<file path="src/verilog/gps_pkg.sv">
// Package: constants shared by the port set block
//////////////////////////////////////////////////////////////////////////////
//////////////////////////////////////////////////////////////////////////////
package gps_pkg;
	localparam int GPS_NGRP = 11;
	localparam int GPS_NBIDIR = 5;
	localparam logic [3:0] GRP_A = 4'h0;
	localparam logic [3:0] GRP_B = 4'h1;
	localparam logic [3:0] GRP_C = 4'h2;
	localparam logic [3:0] GRP_D = 4'h3;
	localparam logic [3:0] GRP_F = 4'h4;
	localparam logic [3:0] GRP_K = 4'h5;
	localparam logic [3:0] GRP_SINGLE = 4'hA;
	// Register byte addresses
	localparam logic [7:0] ADDR_GRP_LAST = 8'h28;
	localparam logic [7:0] ADDR_BIT_SET = 8'h40;
	localparam logic [7:0] ADDR_BIT_CLR = 8'h44;
	localparam logic [7:0] ADDR_BIT_TEST = 8'h48;
	localparam logic [7:0] ADDR_ALT_CTRL = 8'h4C;
	// Bit operation word fields
	localparam int FLD_GRP_LSB = 0;
	localparam int FLD_BIT_LSB = 4;
	// Alternate function enable bits
	localparam int ALT_PWM6 = 0;
	localparam int ALT_PWM_WIDE = 1;
	localparam int ALT_SQR = 2;
	localparam int ALT_SER = 3;
	localparam logic [3:0] ALT_RESET = 4'h0;
	// Reset values and latch masks
	localparam logic [3:0] LV_RESET = 4'hF;
	localparam logic [3:0] OUT_RESET = 4'h0;
	localparam logic [3:0] SINGLE_MASK = 4'h1;
	localparam logic [3:0] NIB_MASK = 4'hF;
	localparam logic [5:0] SEL_RESET = 6'h00;
endpackage : gps_pkg

</file>
<file path="src/verilog/gps_port_set.sv">
// Port set: latches, pin drivers, shared functions and APB slave
module gps_port_set
	import gps_pkg::*;
#(
	parameter logic CD_RESET_HIGH = 1'b0,
	parameter logic [19:0] BIDIR_PULL_OPT = 20'h00000,
	parameter logic [20:0] OUT_PULL_OPT = 21'h00000,
	parameter logic ZC_SEL = 1'b0
) (
	input wire logic CLOCK,
	input wire logic RST,
	input wire logic PSEL,
	input wire logic PENABLE,
	input wire logic PWRITE,
	input wire logic [7:0] PADDR,
	input wire logic [31:0] PWDATA,
	output logic [31:0] PRDATA,
	output logic PREADY,
	output logic PSLVERR,
	input wire logic [19:0] BIDIR_IN,
	output logic [19:0] BIDIR_OUT,
	output logic [19:0] BIDIR_OE,
	output logic [19:0] BIDIR_PULL,
	output logic [20:0] OUT_OUT,
	output logic [20:0] OUT_OE,
	output logic [20:0] OUT_PULL,
	input wire logic ZC_IN,
	input wire logic PWM6,
	input wire logic PWM_WIDE,
	input wire logic SQR_WAVE,
	input wire logic SER_SO,
	input wire logic SER_SCK,
	output logic SER_SI,
	output logic EXT_IRQ0,
	output logic EXT_IRQ1,
	output logic STANDBY_REL,
	output logic [7:0] ANALOG_FREE
);

	//////////////////////////////////////////////////////////////////////////
	// Functions

	function automatic logic [3:0] gps_rst_val(input int g);
		if (g < 2 || g == 4) begin
			return LV_RESET;
		end else if (g < 4) begin
			return {4{CD_RESET_HIGH}};
		end else begin
			return OUT_RESET;
		end
	endfunction : gps_rst_val

	function automatic logic [3:0] gps_mask(input int g);
		return (g == int'(GRP_SINGLE)) ? SINGLE_MASK : NIB_MASK;
	endfunction : gps_mask

	function automatic logic gps_is_lv(input int g);
		return (g < 2 || g == 4);
	endfunction : gps_is_lv

	//////////////////////////////////////////////////////////////////////////
	// State

	logic [3:0] lat [0:GPS_NGRP-1];
	logic [19:0] pin_s1;
	logic [19:0] pin_s2;
	logic zc_s1;
	logic zc_s2;
	logic [3:0] alt;
	logic [5:0] test_sel;
	logic [3:0] grp_view [0:GPS_NGRP-1];
	logic [19:0] eff;

	//////////////////////////////////////////////////////////////////////////
	// APB decode

	wire logic acc = PSEL & PENABLE & PREADY;
	wire logic wr = acc & PWRITE;
	wire logic [7:0] off = PADDR;
	wire logic [3:0] gi = off[5:2];
	wire logic is_grp = (off <= ADDR_GRP_LAST) && (off[1:0] == 2'b00);
	wire logic is_set = (off == ADDR_BIT_SET);
	wire logic is_clr = (off == ADDR_BIT_CLR);
	wire logic is_tst = (off == ADDR_BIT_TEST);
	wire logic is_alt = (off == ADDR_ALT_CTRL);
	wire logic mapped = is_grp | is_set | is_clr | is_tst | is_alt;
	wire logic [3:0] op_grp = PWDATA[FLD_GRP_LSB +: 4];
	wire logic [1:0] op_bit = PWDATA[FLD_BIT_LSB +: 2];
	wire logic wr_grp = wr & is_grp;
	wire logic wr_set = wr & is_set;
	wire logic wr_clr = wr & is_clr;
	wire logic [3:0] tst_grp = test_sel[3:0];
	wire logic [1:0] tst_bit = test_sel[5:4];
	// Out-of-range group selects read as a clear pin
	wire logic test_bit = (tst_grp < 4'(GPS_NGRP)) ?
		grp_view[tst_grp][tst_bit] : 1'b0;
	wire logic [3:0] grp_rd = grp_view[gi];
	wire logic first_ext_irq_pin_src = ZC_SEL ? zc_s2 : pin_s2[19];

	//////////////////////////////////////////////////////////////////////////
	// Read view: pins for bidirectional, latch for output-only

	always_comb begin
		for (int g = 0; g < GPS_NGRP; g++) begin
			if (g < GPS_NBIDIR) begin
				grp_view[g] = pin_s2[g*4 +: 4];
			end else begin
				grp_view[g] = lat[g] & gps_mask(g);
			end
		end
	end

	//////////////////////////////////////////////////////////////////////////
	// Effective output value with alternate functions

	always_comb begin
		for (int g = 0; g < GPS_NBIDIR; g++) begin
			eff[g*4 +: 4] = lat[g];
		end
		// A peripheral owns its pin only while enabled
		if (alt[ALT_PWM6]) begin
			eff[4] = PWM6;
		end
		if (alt[ALT_PWM_WIDE]) begin
			eff[5] = PWM_WIDE;
		end
		if (alt[ALT_SQR]) begin
			eff[6] = SQR_WAVE;
		end
		if (alt[ALT_SER]) begin
			eff[17] = SER_SO;
			eff[18] = SER_SCK;
		end
	end

	//////////////////////////////////////////////////////////////////////////
	// Output latches

	always_ff @(posedge CLOCK) begin
		for (int g = 0; g < GPS_NGRP; g++) begin
			if (RST) begin
				lat[g] <= gps_rst_val(g);
			end else if (wr_grp && gi == 4'(g)) begin
				lat[g] <= PWDATA[3:0] & gps_mask(g);
			end else if (wr_set && op_grp == 4'(g)) begin
				// Bits outside the group's width stay clear
				lat[g][op_bit] <= |(gps_mask(g) & (4'h1 << op_bit));
			end else if (wr_clr && op_grp == 4'(g)) begin
				lat[g][op_bit] <= 1'b0;
			end
		end
	end

	always_ff @(posedge CLOCK) begin
		if (RST) begin
			alt <= ALT_RESET;
			test_sel <= SEL_RESET;
		end else begin
			if (wr && is_alt) begin
				alt <= PWDATA[3:0];
			end
			if (wr && is_tst) begin
				test_sel <= {op_bit, op_grp};
			end
		end
	end

	//////////////////////////////////////////////////////////////////////////
	// Pin synchronisers; second stage is the only reader of the first

	always_ff @(posedge CLOCK) begin
		pin_s1 <= BIDIR_IN;
		pin_s2 <= pin_s1;
		zc_s1 <= ZC_IN;
		zc_s2 <= zc_s1;
	end

	//////////////////////////////////////////////////////////////////////////
	// Pin drivers

	always_ff @(posedge CLOCK) begin
		if (RST) begin
			BIDIR_OUT <= '0;
			BIDIR_OE <= '0;
			OUT_OUT <= '0;
			OUT_OE <= '0;
		end else begin
			for (int g = 0; g < GPS_NBIDIR; g++) begin
				if (gps_is_lv(g)) begin
					// N-channel sink: a one releases the pin
					BIDIR_OUT[g*4 +: 4] <= 4'h0;
					BIDIR_OE[g*4 +: 4] <= ~eff[g*4 +: 4];
				end else begin
					// P-channel source: a zero leaves the pull-down
					BIDIR_OUT[g*4 +: 4] <= 4'hF;
					BIDIR_OE[g*4 +: 4] <= eff[g*4 +: 4];
				end
			end
			for (int g = GPS_NBIDIR; g < GPS_NGRP - 1; g++) begin
				OUT_OUT[(g-GPS_NBIDIR)*4 +: 4] <= 4'hF;
				OUT_OE[(g-GPS_NBIDIR)*4 +: 4] <= lat[g];
			end
			OUT_OUT[20] <= 1'b1;
			OUT_OE[20] <= lat[GRP_SINGLE][0];
		end
	end

	// Pull choice is a mask option, held constant
	always_ff @(posedge CLOCK) begin
		BIDIR_PULL <= BIDIR_PULL_OPT;
		OUT_PULL <= OUT_PULL_OPT;
	end

	//////////////////////////////////////////////////////////////////////////
	// Shared pin functions

	always_ff @(posedge CLOCK) begin
		if (RST) begin
			EXT_IRQ0 <= 1'b0;
			EXT_IRQ1 <= 1'b0;
			SER_SI <= 1'b0;
			STANDBY_REL <= 1'b0;
			ANALOG_FREE <= 8'h00;
		end else begin
			EXT_IRQ0 <= first_ext_irq_pin_src;
			EXT_IRQ1 <= pin_s2[3];
			SER_SI <= pin_s2[16];
			STANDBY_REL <= pin_s2[7];
			// Analog use needs the sink off and no peripheral
			ANALOG_FREE <= {lat[1][3],
				~alt[ALT_SQR] & lat[1][2],
				~alt[ALT_PWM_WIDE] & lat[1][1],
				~alt[ALT_PWM6] & lat[1][0],
				lat[0]};
		end
	end

	//////////////////////////////////////////////////////////////////////////
	// APB answer: one wait state so read data comes from a flop

	always_ff @(posedge CLOCK) begin
		if (RST) begin
			PREADY <= 1'b0;
			PSLVERR <= 1'b0;
			PRDATA <= 32'h00000000;
		end else if (PSEL && PENABLE && !PREADY) begin
			PREADY <= 1'b1;
			PSLVERR <= ~mapped;
			if (PWRITE || !mapped) begin
				PRDATA <= 32'h00000000;
			end else if (is_grp) begin
				PRDATA <= {28'h0000000, grp_rd};
			end else if (is_tst) begin
				PRDATA <= {30'h0, ~test_bit, test_bit};
			end else if (is_alt) begin
				PRDATA <= {28'h0000000, alt};
			end else begin
				PRDATA <= {26'h0, test_sel};
			end
		end else begin
			PREADY <= 1'b0;
			PSLVERR <= 1'b0;
		end
	end
endmodule : gps_port_set

</file>
<file path="config.mk">
export PLATFORM = sky130hd
export DESIGN_NAME = gps_port_set
export DESIGN_NICKNAME = d
export VERILOG_FILES = /design/src/verilog/gps_pkg.sv /design/src/verilog/gps_port_set.sv
export SDC_FILE = /design/constraint.sdc
export NUM_CORES = 1
export LEC_CHECK = 0
export BUFFER_PORTS_ARGS = -buffer_cell sky130_fd_sc_hd__buf_2
export CAP_MARGIN = 20
export CORE_MARGIN = 10
export CORE_UTILIZATION = 47
export CTS_BUF_LIST = sky130_fd_sc_hd__clkbuf_8
export DETAILED_ROUTE_END_ITERATION = 8
export GPL_TIMING_DRIVEN = 0
export PLACE_DENSITY = 0.78
export SLEW_MARGIN = 20
export SYNTH_ARGS = -nofsm -noshare
export SYNTH_HDL_FRONTEND = slang
export SYNTH_SLANG_ARGS = --single-unit
export TNS_END_PERCENT = 50
</file>
<file path="constraint.sdc">
create_clock -name CLOCK -period 1.9 [get_ports CLOCK]
set_clock_uncertainty 0.05 [all_clocks]
set_input_delay 0.285 -clock CLOCK [delete_from_list [all_inputs] [get_ports CLOCK]]
set_output_delay 0.285 -clock CLOCK [all_outputs]
set_load 0.01 [all_outputs]
</file>
==> run metrics <==
CP top delay family simple AND/OR/NAND/NOR gates; CTS max path bufs 2; CP Data Required Time 2.18 ns; slew of the pin with the lowest slew margin 0.7406 ns; Async SR Flop Fraction 0%; cts bufs inserted 17; failing checks negative setup slack; ANT cells 0; Metal-1 WL 7998 um; hpwl dp 16430 um; vias per std cell 5.209; DR WL met3 2864 um; CP bufs+invs 0; 1st-iter DRT viols 630; Yosys warning count 0; CTS H-tree lvls 4; share of cells above drive strength 1 38.09%; Wirelength per Cell 19.05 um; top sig layer met4; post-synth cell types 57; Syn Std Cell Area 7094 um2; # setup viols final 12; Critical-path top delay cell or4_4; initial antenna violation count 0; area of the multi-input gates 3109 um2; total global routing overflow 0; crit path DAT 2.23 ns; Sequential cell area 3477 um2; Cell Rows 44; FILL cells 1192; DR pass1 iterations 7; Lkg Pwr 3.972 nW; GRT Total Usage 20.87%; P per Cell Area 728.5 nW/um2; final net count 1032; starting density of the core 48.44%; Worst-path clk slew 0.08 ns; Peak VDD IR 0.4341 mV; DRT antenna net count 0; Setup WS pre-CTS -0.9567 ns; flop2flop setup slack -0.05 ns; largest net degree at the start of global routing 30; Post-synth top flop dfxtp_1; clock root cell clkbuf_8; via count 6032; fin area 9238 um2; placed cell count 1091; DP Area 8289 um2; Fin. Hold Viols 0; Gate Count Post-Synth 699; crit-path max FO 5; Hold Crit Depth 3; crit path capture type flop; status finished, violations left; syn_area_per_cell 10.15 um2; EDFF count, synth 41; die width 142.9 um; routability cong. 0.9770; minimum clock period 1.950 ns; IO buf count 130; worst-skew pair later-pin latency 0.47 ns; CP peak stage delay 0.56 ns; Final WS setup -0.05023 ns; Post-route DRC 0; crit share post-route 102.6%; met2 routed WL 10660 um; sequential share of the synthesized area 48.96%; stages on the worst setup path 5; vias in the first global route 5742; Max-cap violations 0; FMAX 512.8 MHz; critical path startpoint category flop; Setup TNS -0.4244 ns; unrepaired setup endpoints after global routing true; die span in y 142.9 um; CP Cell Sequence and4_4 > nand3_2 > or4_4 > a2111oi_4 > a22o_1; final non-filler cell total 1158; die area 20410 um2; first-pass GRT wire length 32380 um; Slew headroom 50.63%; CTS sink cnt 153; routed wire length 22060 um; CTS tree yes; # IOs 240; HP Class input pin to flop; Core Area 14640 um2; area grow syn2layout 30.21%; WS Path Type flop to flop; Util after Layout 63.08%; post-synthesis register bit count 153; worst reg2reg path depth 5; Max Slew Vio Count 0
## registers in the layout, summed over array words and instances (netlist names)
signal       flops
OUT_OUT          1
test_sel         6
EXT_IRQ0         1
alt              4
PSLVERR          1
STANDBY_REL      1
PREADY           1
EXT_IRQ1         1
lat             41
OUT_OE          21
ANALOG_FREE      8
pin_s2          20
SER_SI           1
pin_s1          20
BIDIR_OE        20
PRDATA           6
## per-stage QoR
stage	hold slack (ns)	power, mW
floorplan	0.2596	4.073
CTS	0.08596	6.717
global route	0.1379	6.984
global placement	0.2630	4.322
finish	0.1167	6.730
detailed placement	0.2621	4.330
## synthesized netlist by cell type, types with 2 or more instances
cell	instances	area [um2]
a32o_1	4	40.04
buf_4	109	818.3
o221ai_1	3	26.28
or2_2	2	12.51
o21a_1	2	15.01
nand3b_1	3	22.52
nand3_1	24	120.1
nor2b_1	51	319.1
edfxtp_1	41	1231
dfxtp_1	112	2242
or3_1	3	18.77
mux4_2	13	292.8
inv_1	5	18.77
a32oi_1	6	52.55
buf_2	8	40.04
a21oi_1	24	120.1
nor4_1	2	12.51
clkbuf_1	24	90.09
nor3_2	2	20.02
a211oi_1	5	37.54
nand4_1	3	18.77
buf_1	5	18.77
o2111ai_1	2	17.52
mux2i_1	9	90.09
a2111oi_4	3	82.58
nor3b_1	7	52.55
and2_1	3	18.77
mux2_2	7	78.83
o22a_1	8	70.07
nor3_1	5	25.02
or4_4	2	22.52
a22oi_1	5	37.54
nand2b_1	8	50.05
nand2_1	55	206.5
a22o_1	12	105.1
nor2_1	39	146.4
and3_1	7	43.79
o21ai_0	57	285.3
## cell usage in the layout, fill, tap and decap left out, types with 7 or more instances in the layout
master         netlist  layout
nor2_1              39      32
o22a_1               8       8
buf_2                8     132
mux2i_1              9       7
o21ai_2              0       9
a22o_1              12      12
conb_1               1      79
a21oi_1             24      24
mux2_2               7       7
dfxtp_1            112     109
dlygate4sd3_1        0      25
buf_4              109     122
mux4_2              13      13
nor3b_1              7       7
clkbuf_1            24      16
clkbuf_8             0      19
nor2b_1             51      49
edfxtp_1            41      41
nand2b_1             8       8
o21ai_1              0      20
nand2_1             55      50
o21ai_0             57      28
nand3_1             24      21
## kinds of logic after synthesis
| family | synth area share, % |
|---|---|
| AOI/OAI and AO/OA | 13.86 |
| muxes | 6.508 |
| buffers and inverters | 14.06 |
| and+or+nand+nor | 16.56 |
| other | 0.05286 |
| DFF | 48.96 |
## worst paths after layout
check | from | end
max | PREADY | lat[3][4]
min | PWDATA[5] | test_sel[5]
max reg2reg | PREADY | lat[3][4]
min reg2reg | pin_s1[4] | pin_s2[4]
## layout make-up
| cell class | count | area share [%] |
|---|---|---|
| clock inverter | 13 | 1.260 |
| inverter | 5 | 0.2032 |
| tap | 184 | 2.492 |
| buffer | 145 | 11.19 |
| sequential | 153 | 37.64 |
| multi-input combinational | 472 | 33.66 |
| clock buffer | 19 | 2.831 |
| timing repair buffer | 167 | 10.73 |
## tightest hold or removal path, cell delays in order
cell and delay [ns]:
buf_2 0.15, nand3_1 0.08, a21oi_1 0.06
## repair_timing
| item | CTS | global route |
|---|---|---|
| gates resized for setup | 58 | 44 |
| hold buffers | 25 | 0 |
| endpoints found under the hold margin | 25 | 0 |
| buffers inserted | 3 | 9 |
| pin swaps | 9 | 13 |
| setup endpoints to repair | 113 | 68 |
| gates cloned | 0 | 0 |
## metal layers
metal  global-route usage (%)  vias up
met5                        0        -
met1                    23.23     2747
met4                    7.709        0
met2                    35.04      405
met3                    8.756       55
li1                         -     2825
## where the power goes
group | leakage [nW] | internal (mW) | switching [mW]
sequential | 1.32 | 3.44 | 0.0539
clock | 0.195 | 1.11 | 1.25
combinational | 2.46 | 0.390 | 0.480
Note: power is estimated with default switching activity, not from simulation.
